$ cat config.mk
export PLATFORM = sky130hd
export DESIGN_NAME = bus_node
export DESIGN_NICKNAME = d
export VERILOG_FILES = /design/src/logic/bus_node_pkg.sv /design/src/logic/bus_node.sv
export SDC_FILE = /design/constraint.sdc
export NUM_CORES = 1
export LEC_CHECK = 0
export BUFFER_PORTS_ARGS = -buffer_cell sky130_fd_sc_hd__buf_2
export CORE_MARGIN = 2
export CORE_UTILIZATION = 40
export CTS_BUF_LIST = sky130_fd_sc_hd__clkbuf_8
export CTS_CLUSTER_SIZE = 24
export DETAILED_ROUTE_END_ITERATION = 8
export GPL_TIMING_DRIVEN = 0
export SYNTH_ARGS = -nofsm -noshare
export SYNTH_HDL_FRONTEND = slang
export SYNTH_SLANG_ARGS = --single-unit
$ cat constraint.sdc
create_clock -name pclk -period 3.9 [get_ports pclk]
set_input_delay 0.195 -clock pclk [delete_from_list [all_inputs] [get_ports pclk]]
set_output_delay 0.195 -clock pclk [all_outputs]
set_load 0.01 [all_outputs]
$ cat src/logic/bus_node_pkg.sv
// Package for the synchronous backplane bus node: lane layouts, register
// offsets, field positions, reset values and bus timing counts.
// Assumes one 20 MHz clock, one bus cycle per clock.
package bus_node_pkg;
   // Address/control lanes: five control lines and twenty address lines.
   localparam int ADDR_W = 20;
   localparam int AM_W = 25;
   localparam int DATA_W = 16;
   localparam int DM_W = 17;
   typedef struct packed {
      logic init;
      logic run;
      logic spare;
      logic wr;
      logic mem;
      logic [ADDR_W-1:0] addr;
   } am_s;
   // Transfer timing selection for a source transfer.
   typedef enum logic [1:0] {
      XF_NONE = 2'b00,
      XF_FIRST = 2'b01,
      XF_SECOND = 2'b10,
      XF_DOUBLE = 2'b11
   } xfer_e;
   // Status lane bit positions.
   localparam int ST_ARITH = 0;
   localparam int ST_PARITY = 1;
   localparam int ST_TIMING = 2;
   localparam int ST_DM_CONT = 3;
   localparam int ST_AM_CONT = 4;
   localparam int ST_W = 5;
   // Processor decode fields.
   localparam logic [2:0] SEL_PC = 3'h6;
   localparam logic [2:0] SEL_STAT = 3'h7;
   localparam logic [5:0] ACTWAIT_HI = 6'h01;
   localparam logic [5:0] WIN_HI = 6'h00;
   localparam logic [1:0] WIN0 = 2'h2;
   localparam logic [1:0] WIN1 = 2'h3;
   localparam int OFS_W = 12;
   localparam int STAT_EN_W = 4;
   // Register offsets on the APB slave.
   localparam logic [11:0] OFF_CTRL = 12'h000;
   localparam logic [11:0] OFF_EHS = 12'h004;
   localparam logic [11:0] OFF_HMR = 12'h008;
   localparam logic [11:0] OFF_IMR = 12'h00c;
   localparam logic [11:0] OFF_STATE = 12'h010;
   localparam int CTRL_RUN = 0;
   localparam int CTRL_INIT = 1;
   localparam logic [ST_W-1:0] MASK_RST = 5'h00;
   // Bus timing.
   localparam int CLK_NS = 50;
   localparam int FAST_NS = 15;
   localparam int SLOW_NS = 450;
   localparam int SLOW_CYC = SLOW_NS / CLK_NS;
endpackage : bus_node_pkg

$ cat src/logic/bus_node.sv
// Bus node of a synchronous backplane: host-side control and error/halt
// status with masks, a local processor decode, one data memory page,
// contention and parity checking, and first/second source transfers.
// Assumes all bus lanes and the sync input are synchronous to pclk, one
// bus cycle per clock, and that an outside wire-OR joins the lanes.
// Function
// - Address/control bus has five control and twenty address lines.
// - Initialize halts, puts processors in wait, zeroes counters, clears host regs; here only the status clears, masks are kept.
// - Clear-on-read processor status bits survive initialize.
// - Run line one lets processors run; zero halts them all.
// - Only host starts run; host or masked status may halt.
// - Write/read line one writes, zero reads.
// - Memory select one targets data memory, else non-memory decode.
// - Fast targets return read data at once.
// - Data memory returns read data about 450 ns later.
// - Counter loads, active/wait and channel writes carry data on address lanes.
// - Processor number in top bits; 110 counter, 111 status.
// - Two 4K other-device windows with twelve-bit offset.
// - Five status lines latch; halt and interrupt masks per line.
// - Status pulses last one cycle; latched until host reads.
// - Arithmetic error line reports overflow, range or comparison.
// - Parity error only on transfers out of data memory.
// - Busy page access pulses timing error and is discarded.
// - More than one source on a bus pulses contention line.
// - Every module works to the 50 ns bus cycle and sync.
// - Source drives whole cycle; all modules capture every cycle.
// - First drives second half, second drives first half; double both.
// - Sixteen data lines plus odd parity on every transfer.
//
// Local design decisions: register access over APB and the address map.
`timescale 1ns/100ps
module bus_node #(
   parameter logic [3:0] PROC_ID = 4'h1,
   parameter logic [7:0] PAGE_ID = 8'h00,
   parameter int MEM_WORDS = 16,
   parameter int N_SRC = 4
) (
   input wire logic pclk,
   input wire logic presetn,
   input wire logic ce,
   input wire logic psel,
   input wire logic penable,
   input wire logic pwrite,
   input wire logic [11:0] paddr,
   input wire logic [31:0] pwdata,
   output logic [31:0] prdata,
   output logic pready,
   output logic pslverr,
   input wire logic bus_sync,
   input wire bus_node_pkg::am_s addr_ctrl_bus_lanes,
   input wire logic [bus_node_pkg::DM_W-1:0] data_bus_lanes,
   input wire logic [bus_node_pkg::ST_W-1:0] status_bus_lanes,
   input wire logic [N_SRC-1:0] dm_src_en,
   input wire logic [N_SRC-1:0] am_src_en,
   input wire logic arith_err_in,
   input wire logic [1:0] xfer_kind,
   input wire logic [bus_node_pkg::DATA_W-1:0] xfer_data,
   output logic xfer_busy,
   output logic [bus_node_pkg::DM_W-1:0] dm_out,
   output logic dm_oe,
   output logic initialize_line,
   output logic run_line,
   output logic [bus_node_pkg::ST_W-1:0] status_out,
   output logic host_irq,
   output logic proc_go,
   output logic [bus_node_pkg::OFS_W-1:0] pc_out,
   output logic [1:0] win_hit,
   output logic win_wr,
   output logic [bus_node_pkg::OFS_W-1:0] win_offset,
   output logic [bus_node_pkg::DM_W-1:0] store_data,
   output logic store_half
);
   localparam int IDX_W = $clog2(MEM_WORDS);
   localparam int CNT_W = 5;
   localparam int N = bus_node_pkg::SLOW_CYC;

   // True when more than one bit of a source-enable vector is set.
   function automatic logic many(input logic [N_SRC-1:0] v);
      many = |(v & (v - N_SRC'(1)));
   endfunction : many

   // Hit on this processor with the given three-bit register select.
   function automatic logic proc_hit(input bus_node_pkg::am_s a,
                                     input logic [2:0] sel);
      proc_hit = !a.mem && !a.addr[15] && a.addr[19:16] == PROC_ID &&
                 a.addr[14:12] == sel;
   endfunction : proc_hit

   // Odd parity word for the data lanes.
   function automatic logic [bus_node_pkg::DM_W-1:0] with_par(
      input logic [bus_node_pkg::DATA_W-1:0] d);
      with_par = {~^d, d};
   endfunction : with_par

   bus_node_pkg::am_s am_q, am_d;
   logic [bus_node_pkg::DM_W-1:0] dm_q, dm_d, dmo_q, dmo_d;
   logic dmoe_q, dmoe_d, half_q, half_d, shalf_q, shalf_d;
   logic rdy_q, rdy_d, err_q, err_d;
   logic [31:0] rd_q, rd_d;
   logic run_q, run_d, init_q, init_d, irq_q, irq_d, go_q, go_d;
   logic [bus_node_pkg::ST_W-1:0] ehs_q, ehs_d, hmr_q, hmr_d;
   logic [bus_node_pkg::ST_W-1:0] imr_q, imr_d, st_q, st_d;
   logic [bus_node_pkg::OFS_W-1:0] pc_q, pc_d, wofs_q, wofs_d;
   logic act_q, act_d;
   logic [bus_node_pkg::STAT_EN_W-1:0] sen_q, sen_d, stk_q, stk_d;
   logic [1:0] win_q, win_d, xk_q, xk_d;
   logic wwr_q, wwr_d;
   logic [bus_node_pkg::DATA_W-1:0] xd_q, xd_d;
   logic [bus_node_pkg::DATA_W-1:0] mem_q [MEM_WORDS];
   logic [bus_node_pkg::DATA_W-1:0] mem_d [MEM_WORDS];
   logic [CNT_W-1:0] cnt_q, cnt_d;
   logic busy_q, busy_d, rdp_q, rdp_d;
   logic [IDX_W-1:0] idx_q, idx_d;
   logic [N-1:0] mrd_q, mrd_d;

   // Next-state logic for the whole node; one bus cycle per clock.
   always_comb begin
      logic done, acc, rd_ehs, page_hit, host_halt, odd, aw_ok;
      logic [bus_node_pkg::ST_W-1:0] evt;
      logic [31:0] rdv;
      logic [IDX_W-1:0] ai;
      page_hit = 1'b0;
      done = psel && penable && rdy_q;
      acc = psel && penable && !rdy_q;
      rd_ehs = 1'b0;
      host_halt = 1'b0;
      rdv = 32'h0000_0000;
      evt = '0;
      ai = am_q.addr[IDX_W-1:0];
      odd = ^dm_q;
      aw_ok = PROC_ID != 4'h0 && PROC_ID <= 4'h7;
      // Every module captures the lanes every bus cycle.
      am_d = addr_ctrl_bus_lanes;
      dm_d = data_bus_lanes;
      half_d = bus_sync ? 1'b0 : ~half_q;
      shalf_d = half_q;
      rdy_d = acc;
      err_d = err_q;
      rd_d = rd_q;
      run_d = run_q;
      init_d = 1'b0;
      hmr_d = hmr_q;
      imr_d = imr_q;
      pc_d = pc_q;
      act_d = act_q;
      sen_d = sen_q;
      stk_d = stk_q;
      win_d = 2'b00;
      wwr_d = 1'b0;
      wofs_d = wofs_q;
      xk_d = xk_q;
      xd_d = xd_q;
      mem_d = mem_q;
      cnt_d = cnt_q;
      busy_d = busy_q;
      rdp_d = rdp_q;
      idx_d = idx_q;
      dmo_d = '0;
      dmoe_d = 1'b0;
      // The slave answers on the second access cycle.
      if (acc) begin
         err_d = 1'b0;
         case (paddr)
            bus_node_pkg::OFF_CTRL: rdv = {30'h0, init_q, run_q};
            bus_node_pkg::OFF_EHS: rdv = {27'h0, ehs_q};
            bus_node_pkg::OFF_HMR: rdv = {27'h0, hmr_q};
            bus_node_pkg::OFF_IMR: rdv = {27'h0, imr_q};
            bus_node_pkg::OFF_STATE: rdv = {16'h0000, irq_q, act_q, pc_q,
                                            go_q, run_q};
            default: err_d = 1'b1;
         endcase
         rd_d = pwrite ? 32'h0000_0000 : rdv;
      end
      // Register writes and read side effects at the completing edge.
      if (done && !err_q) begin
         if (pwrite) begin
            case (paddr)
               bus_node_pkg::OFF_CTRL: begin
                  init_d = pwdata[bus_node_pkg::CTRL_INIT];
                  if (pwdata[bus_node_pkg::CTRL_RUN]) begin
                     run_d = 1'b1;
                  end else begin
                     host_halt = 1'b1;
                  end
               end
               bus_node_pkg::OFF_HMR: hmr_d = pwdata[4:0];
               bus_node_pkg::OFF_IMR: imr_d = pwdata[4:0];
               default: ;
            endcase
         end else if (paddr == bus_node_pkg::OFF_EHS) begin
            rd_ehs = 1'b1;
         end
      end
      // Host halt, masked status halt; initialize forces halt.
      if (host_halt || init_d || |(status_bus_lanes & hmr_q)) begin
         run_d = 1'b0;
      end
      // Latched status; a pulse arriving on the read edge is kept.
      ehs_d = (rd_ehs ? '0 : ehs_q) | status_bus_lanes;
      if (init_d) begin
         ehs_d = '0;
      end
      irq_d = |(ehs_d & imr_q);
      // Processor register loads and reads; data rides the address lanes.
      if (proc_hit(am_q, bus_node_pkg::SEL_PC)) begin
         if (am_q.wr) begin
            pc_d = am_q.addr[11:0];
         end else begin
            dmo_d = with_par({4'h0, pc_q});
            dmoe_d = 1'b1;
         end
      end
      if (proc_hit(am_q, bus_node_pkg::SEL_STAT)) begin
         if (am_q.wr) begin
            sen_d = am_q.addr[3:0];
         end else begin
            dmo_d = with_par({8'h00, sen_q, stk_q});
            dmoe_d = 1'b1;
            stk_d = '0;
         end
      end
      // Active/wait word: pair 2k-1 is active, 2k-2 is wait.
      if (aw_ok && !am_q.mem && am_q.wr &&
          am_q.addr[19:14] == bus_node_pkg::ACTWAIT_HI) begin
         if (am_q.addr[2*PROC_ID-1] && !am_q.addr[2*PROC_ID-2]) begin
            act_d = 1'b1;
         end else if (am_q.addr[2*PROC_ID-2] && !am_q.addr[2*PROC_ID-1]) begin
            act_d = 1'b0;
         end
      end
      // Other-device windows.
      if (!am_q.mem && am_q.addr[19:14] == bus_node_pkg::WIN_HI &&
          am_q.addr[13]) begin
         win_d = am_q.addr[12] ? 2'b10 : 2'b01;
         wwr_d = am_q.wr;
         wofs_d = am_q.addr[11:0];
      end
      // Data memory page: write data comes with the address.
      page_hit = am_q.mem && am_q.addr[19:12] == PAGE_ID;
      if (busy_q) begin
         cnt_d = cnt_q - CNT_W'(1);
         if (cnt_q == CNT_W'(1)) begin
            busy_d = 1'b0;
            rdp_d = 1'b0;
            if (rdp_q) begin
               dmo_d = with_par(mem_q[idx_q]);
               dmoe_d = 1'b1;
            end
         end
      end
      if (page_hit && busy_q) begin
         evt[bus_node_pkg::ST_TIMING] = 1'b1;
      end else if (page_hit) begin
         busy_d = 1'b1;
         cnt_d = CNT_W'(N - 2);
         rdp_d = !am_q.wr;
         idx_d = ai;
         if (am_q.wr) begin
            mem_d[ai] = dm_q[15:0];
         end
      end
      // Parity is checked only on words returned by any memory page.
      mrd_d = {mrd_q[N-2:0], am_q.mem && !am_q.wr};
      evt[bus_node_pkg::ST_PARITY] = mrd_q[N-1] && !odd;
      // Contention checks on the current bus cycle's sources.
      evt[bus_node_pkg::ST_DM_CONT] = many(dm_src_en);
      evt[bus_node_pkg::ST_AM_CONT] = many(am_src_en);
      evt[bus_node_pkg::ST_ARITH] = arith_err_in;
      st_d = evt;
      // Local sticky status bits: a new event beats the read clear.
      stk_d[0] = stk_d[0] | arith_err_in;
      stk_d[1] = stk_d[1] | evt[bus_node_pkg::ST_TIMING];
      // Initialize on the lane: wait state and zero counter, sticky kept.
      if (am_q.init) begin
         pc_d = '0;
         act_d = 1'b0;
      end
      go_d = am_q.run && act_d && !am_q.init;
      // Source transfer: load now, drive in the selected half.
      if (xk_q == bus_node_pkg::XF_NONE) begin
         xk_d = xfer_kind;
         xd_d = xfer_data;
      end else if (!dmoe_d) begin
         if (half_d && xk_q[0]) begin
            dmo_d = with_par(xd_q);
            dmoe_d = 1'b1;
            xk_d = {xk_q[1], 1'b0};
         end else if (!half_d && xk_q[1] && !xk_q[0]) begin
            dmo_d = with_par(xd_q);
            dmoe_d = 1'b1;
            xk_d = 2'b00;
         end
      end
   end

   // State registers; clock enable low freezes everything.
   always_ff @(posedge pclk or negedge presetn) begin
      if (!presetn) begin
         am_q <= '0;
         dm_q <= '0;
         dmo_q <= '0;
         dmoe_q <= 1'b0;
         half_q <= 1'b0;
         shalf_q <= 1'b0;
         rdy_q <= 1'b0;
         err_q <= 1'b0;
         rd_q <= 32'h0000_0000;
         run_q <= 1'b0;
         init_q <= 1'b0;
         irq_q <= 1'b0;
         go_q <= 1'b0;
         ehs_q <= '0;
         hmr_q <= bus_node_pkg::MASK_RST;
         imr_q <= bus_node_pkg::MASK_RST;
         st_q <= '0;
         pc_q <= '0;
         wofs_q <= '0;
         act_q <= 1'b0;
         sen_q <= '0;
         stk_q <= '0;
         win_q <= 2'b00;
         wwr_q <= 1'b0;
         xk_q <= 2'b00;
         xd_q <= '0;
         mem_q <= '{default: '0};
         cnt_q <= '0;
         busy_q <= 1'b0;
         rdp_q <= 1'b0;
         idx_q <= '0;
         mrd_q <= '0;
      end else if (ce) begin
         am_q <= am_d;
         dm_q <= dm_d;
         dmo_q <= dmo_d;
         dmoe_q <= dmoe_d;
         half_q <= half_d;
         shalf_q <= shalf_d;
         rdy_q <= rdy_d;
         err_q <= err_d;
         rd_q <= rd_d;
         run_q <= run_d;
         init_q <= init_d;
         irq_q <= irq_d;
         go_q <= go_d;
         ehs_q <= ehs_d;
         hmr_q <= hmr_d;
         imr_q <= imr_d;
         st_q <= st_d;
         pc_q <= pc_d;
         wofs_q <= wofs_d;
         act_q <= act_d;
         sen_q <= sen_d;
         stk_q <= stk_d;
         win_q <= win_d;
         wwr_q <= wwr_d;
         xk_q <= xk_d;
         xd_q <= xd_d;
         mem_q <= mem_d;
         cnt_q <= cnt_d;
         busy_q <= busy_d;
         rdp_q <= rdp_d;
         idx_q <= idx_d;
         mrd_q <= mrd_d;
      end
   end

   // Every output is a register, except pslverr and xfer_busy, which are decoded from registers.
   assign prdata = rd_q;
   assign pready = rdy_q;
   assign pslverr = err_q && rdy_q;
   assign xfer_busy = xk_q != bus_node_pkg::XF_NONE;
   assign dm_out = dmo_q;
   assign dm_oe = dmoe_q;
   assign initialize_line = init_q;
   assign run_line = run_q;
   assign status_out = st_q;
   assign host_irq = irq_q;
   assign proc_go = go_q;
   assign pc_out = pc_q;
   assign win_hit = win_q;
   assign win_wr = wwr_q;
   assign win_offset = wofs_q;
   assign store_data = dm_q;
   assign store_half = shalf_q;
endmodule : bus_node

# Yosys cells after proc, flatten, opt, wreduce, memory -nomap -nowiden
# Index checks and enable logic that the tools add are counted.
[word_totals]
inputBits = 125
elab_cells = 230
regBits = 447
output_inout_bits = 107
[op_classes]
n_bitwise = 11
n_reduce_logical = 73
n_lt_le_gt_ge = 3
muxes = 77
addsub = 3
eq_ne = 11
[op_table]
columns = ["cell", "n"]
rows = [
  ["$bwmux 256", 1],
  ["$mux 17", 11],
  ["$pmux 16 s5", 1],
  ["$bmux 16 s4", 1],
  ["$demux 16 s4", 1],
  ["$reduce_xnor 16->1", 4],
  ["$mux 16", 3],
  ["$mux 1", 42],
  ["$mux 12", 3],
  ["$mux 32", 1],
  ["$logic_and 1x1->1", 25],
  ["$mux 5", 5],
  ["$eq 12x4->1 const B", 2],
  ["$reduce_xor 17->1", 1],
  ["$mux 2", 8],
  ["$reduce_and 4->1", 4],
  ["$reduce_bool 2->1", 8],
  ["$reduce_or 5->1", 3],
  ["$eq 12x3->1 const B", 1],
  ["$eq 12x5->1 const B", 1],
  ["$logic_not 12->1", 1],
  ["$reduce_and 3->1", 4],
  ["$logic_not 1->1", 11],
  ["$and 5x5->5", 2],
  ["23 further kinds", 34],
]

# Depth between registers and ports, before layout
[logic_depth]
word_depth = 14
ltp_mapped = 11
mapped_depth_nobuf = 8

# Worst setup path after synthesis
# Ideal clock, no wire load.
[synth_path]
path_type = "reg2reg"
start = "reg am_q[17] in the netlist's numbering"
end = "reg mem_q[247] in the netlist's numbering"
slack_ns = 0.983
t_arrival_ns = 2.792
n_path_buf = 3
setup_time_ns = 0.125
period_less_slack_ns = 2.917
stages_incl_launch_ff = 12
t_required_ns = 3.775
cell_sequence = "dfrtp_1 > or4_4 > nor3_2 > and4_4 > and2b_1 > buf_6 > nand2_2 > or3_1 > buf_4 > nor3_4 > buf_6 > mux2_2"
[synth_via]
elab_chain_len = 5
[synth_rtl]
columns = ["item", "line_no", "source"]
rows = [
  ["from (decl)", "bus_node.sv:95", "bus_node_pkg::am_s am_q, am_d;"],
  ["from (signal assigned)", "bus_node.sv:332", "am_q <= am_d;"],
  ["$logic_not 8->1 (*)", "bus_node.sv:239", "page_hit = am_q.mem && am_q.addr[19:12] == PAGE_ID;"],
  ["$logic_and 1x1->1 (*)", "bus_node.sv:239", ""],
  ["$logic_and 1x1->1", "bus_node.sv:251", "if (page_hit && busy_q) begin"],
  ["$not 1->1 (no source line)", "--", ""],
  ["$reduce_and 4->1 (no source line) (*)", "--", ""],
  ["to (signal assigned)", "bus_node.sv:358", "mem_q <= mem_d;"],
  ["to (decl)", "bus_node.sv:109", "logic [bus_node_pkg::DATA_W-1:0] mem_q [MEM_WORDS];"],
]
# Mark *: on every way between the ends. The rest lies on a longest branch, timed or not.
# A chain may end at the register's enable or synchronous reset.

# Final worst setup path
[layout_path]
start = "reg am_q[17] in the netlist's numbering"
end = "reg mem_q[6] in the netlist's numbering"
# The elaborated chain is that of the path after synthesis.

==> results.yml <==
route:
  drt_iter0_drc: 940
  drt-wirelength-per-cell_um: 23.41
  routed_via_density: 5.478
  vias: 13109
  ant_nets: 0
  wirelength_um: 56020
  drc: 0
  firstDrtPassIters: 8
timing:
  slew_violations: 0
  setup_viol: 0
  hold_ws_ns: 0.06762
  setup_ws_ns: 0.1972
  relSlewSlack_pct: 13.81
  fmax_ghz: 0.2701
  period_share_pct: 94.94
  min_period_ns: 3.703
  clock_skew_ns: 0.01665
  worst_pin_slew_ns: 1.293
  rsz0062_at_grt: "no"
  hold_violations: 0
critical_path:
  cp_data_arrival_time_ns: 4.21
  r2r_setup_slack_ns: 0.20
  cp.required_ns: 4.40
  rr_startpoint: "am_q[17]"
  worstPathMaxFanout: 10
  r2r_end: "mem_q[6]"
  path_class: "register to register"
  worstSetupEndpointType: "register"
  start_kind: "register"
  reg2regPathDepth: 9
cts:
  clockBufferDepth: 3
  clk_latency_ns: 0.63
  clock-root-buffer: "clkbuf_8"
  cts.clk_slew.worst_paths_ns: 0.06
  cts_sinks: 431
  postCtsSetupBuffers: 0
  cts_inserted_buffers: 76
  cts_tree: "yes"
  h-tree-depth: 3
place:
  io_buffer_count: 185
  post-place-ws_ns: 0.2000
  dp_hpwl_um: 37750
  gp_congestion: 0.8435
  dpl_cell_area_um2: 21330
power_and_ir_drop:
  clkPwrFrac_pct: 36.5
  p_leak_nw: 11.25
  powerDensity_nw_per_um2: 450.5
  switchingPower_mw: 2.946
  vdd_ir_drop_max_mv: 0.2141
  pwr-share-comb_pct: 16.3
  p_sw_share_pct: 27.85
  total_power_mw: 10.58
  seqPwrFrac_pct: 47.2
  p_int_mw: 7.630
synthesis:
  syn_area_per_cell_um2: 14.11
  synth.top_cell.area_share_pct: 55.36
  synthTopCellsByArea: "dfrtp_1, mux2_2, mux4_2"
  muxShareOfSynthArea_pct: 27.97
  yosys.area_share.adder_pct: 0.2312
  synth_xor_xnor_area_share_pct: 2.922
  yosys.area.top_type: "dfrtp_1"
  synth-simple-area-share_pct: 4.553
  yosys_warnings: 0
  ys_ff_latch: 431
  async_reset_ff_share_pct: 100.0
  syn_area_um2: 19480
  synth_top_family_by_area: "multiplexers"
  ys_seq_area_share_pct: 55.36
  synth_compound_area_share_pct: 5.786
  synth_cells: 1381
  synth_flop_cell: "dfrtp_1"
  ys_types: 57
  synth_edf_count: 0
final_layout:
  finalInstanceArea_um2: 23480
  drive_gt1_share_pct: 42.41
  n_antenna_cell: 0
  syn2layout_area_growth_pct: 20.49
  post-route-util_pct: 48.96
  finalNetCount: 1868
floorplan:
  start_util_pct: 40.64
  die_y_um: 224.7
  dieArea_um2: 50490
  core_um2: 47950
  rows: 80
  io_pins: 232
  die_w_um: 224.7
global_routing:
  met1_usage_pct: 29.05
  grt_start_max_net_pins: 126
  busiest_layer: "met2"
  antenna_found_initial: 0
  grt_pass1_vias: 13727
  gr-usage-all-layers_pct: 22.47
  use_met3_pct: 4.076
  grtUsageMet2_pct: 38.42
  gr-total-overflow: 0
  grt_first_pass_wirelength_um: 84850
worst_hold_path:
  hp-start: "paddr[2]"
  min_path_type: "input port to register"
  min_to: "err_q"
  min_path_cells: 4
run_status:
  status: "finished, final reports clean"
run:
  cap_viol_max_count: 0
==> routing by layer <==
layer | up-vias | share of wire, % | routed length, um
met1 | 6821 | 43 | 23820
met4 | 0 | 2.3 | 1271
met5 | - | 0 | 0
met2 | 465 | 50 | 27800
met3 | 91 | 5.6 | 3137
li1 | 5732 | - | -
==> worst max-delay path, cell delays in order (launching register included) <==
cell	delay [ns]
dfrtp_1	0.37
or4_4	0.57
nor3_2	0.16
and4_4	0.29
and2b_1	0.15
buf_6	0.13
nand4_1	0.20
nor2_1	0.79
buf_2	0.51
mux2_2	0.39
==> power groups by stage <==
stage	Sequential, mW	Combinational [mW]	Clock (mW)
after floorplan	5.05	1.04	0
after global placement	5.06	1.63	0
after detailed placement	5.07	1.66	0
after CTS	4.99	1.73	3.97
after global routing	5.03	1.87	4.17
final	4.99	1.72	3.86
==> state kept, by name, indices dropped and copies added (netlist names), 2 cells and up <==
name        flops
am_q           24
cnt_q           5
dm_out         17
ehs_q           5
hmr_q           5
idx_q           4
imr_q           5
mem_q         256
mrd_q           9
pc_out         12
prdata         16
sen_q           4
status_out      5
stk_q           2
store_data     17
win_hit         2
win_offset     12
xd_q           16
xk_q            2
==> how the worst max path moves through the flow <==
| stage | from | endpoint |
|---|---|---|
| 2_1_floorplan | am_q[17] | mem_q[247] |
| 3_3_place_gp | presetn | store_data[2] |
| 3_5_place_dp | idx_q[1] | dm_out[16] |
| 4_1_cts | idx_q[1] | dm_out[16] |
| 5_1_grt | idx_q[1] | dm_out[16] |
| 6_report | am_q[17] | mem_q[6] |
==> per-stage QoR <==
step                 TNS, ns  std cells
floorplan                  0       1396
global placement    -2541.04       2196
detailed placement         0       2199
CTS                        0       2393
global route               0       2393
finish                     0       2393
==> kinds of logic after synthesis <==
group           count (synthesis)
flops                         431
fa+ha+maj                       4
mux                           420
xor+xnor                       65
buf+inv                       134
other cells                     1
simple gates                  179
compound gates                147
==> cell type report <==
cell class,count,area [um^2]
clock inverter,24,97.59
fill,4219,24470
buffer,123,580.6
timing repair buffer,267,1809
multi-input combinational,831,8139
tap,615,769.5
sequential,431,10790
inverter,11,41.29
clock buffer,91,1252
==> synthesized netlist by cell type (all sizes together), types with 3 or more instances <==
master and count:
o21ai 16, a222oi 16, clkbuf 72, nor3 12, nand2 62, mux2 356, xor2 9, nor4 4
a21o 3, or4 5, nand4 4, and2 3, buf 51, dfrtp 431, inv 11, nand2b 8
a31oi 3, nand3 4, nor2b 4, a22oi 33, o2bb2ai 5, a22o 39, nor2 58, mux4 64
a21oi 17, xnor2 56, a221oi 7
==> what timing repair did <==
action,CTS,global route
gates resized for setup,0,2
hold buffers,79,0
endpoints found under the setup margin,0,1
endpoints found under the hold margin,187,0
==> cells in the final DEF (no fill, tap or decap), types with 4 or more instances in the layout <==
cell	Yosys	final
nor2b_1	4	4
nand3_1	4	4
a221oi_1	7	7
a21oi_1	17	17
conb_1	1	16
nor3_1	8	8
nor4_1	4	4
clkbuf_1	72	71
o2bb2ai_1	5	5
a222oi_1	16	16
buf_2	18	202
nand4_1	4	4
inv_1	11	31
mux4_2	64	64
dfrtp_1	431	431
nand2_1	61	61
a22o_1	39	39
clkbuf_8	0	91
xor2_1	9	9
mux2_2	355	355
a22oi_1	33	33
buf_4	20	20
xnor2_1	56	56
dlygate4sd3_1	0	79
o21ai_0	16	16
nor2_1	55	55
nand2b_1	8	8
buf_1	11	11
or4_1	4	4
(Power assumes the default switching activity.)
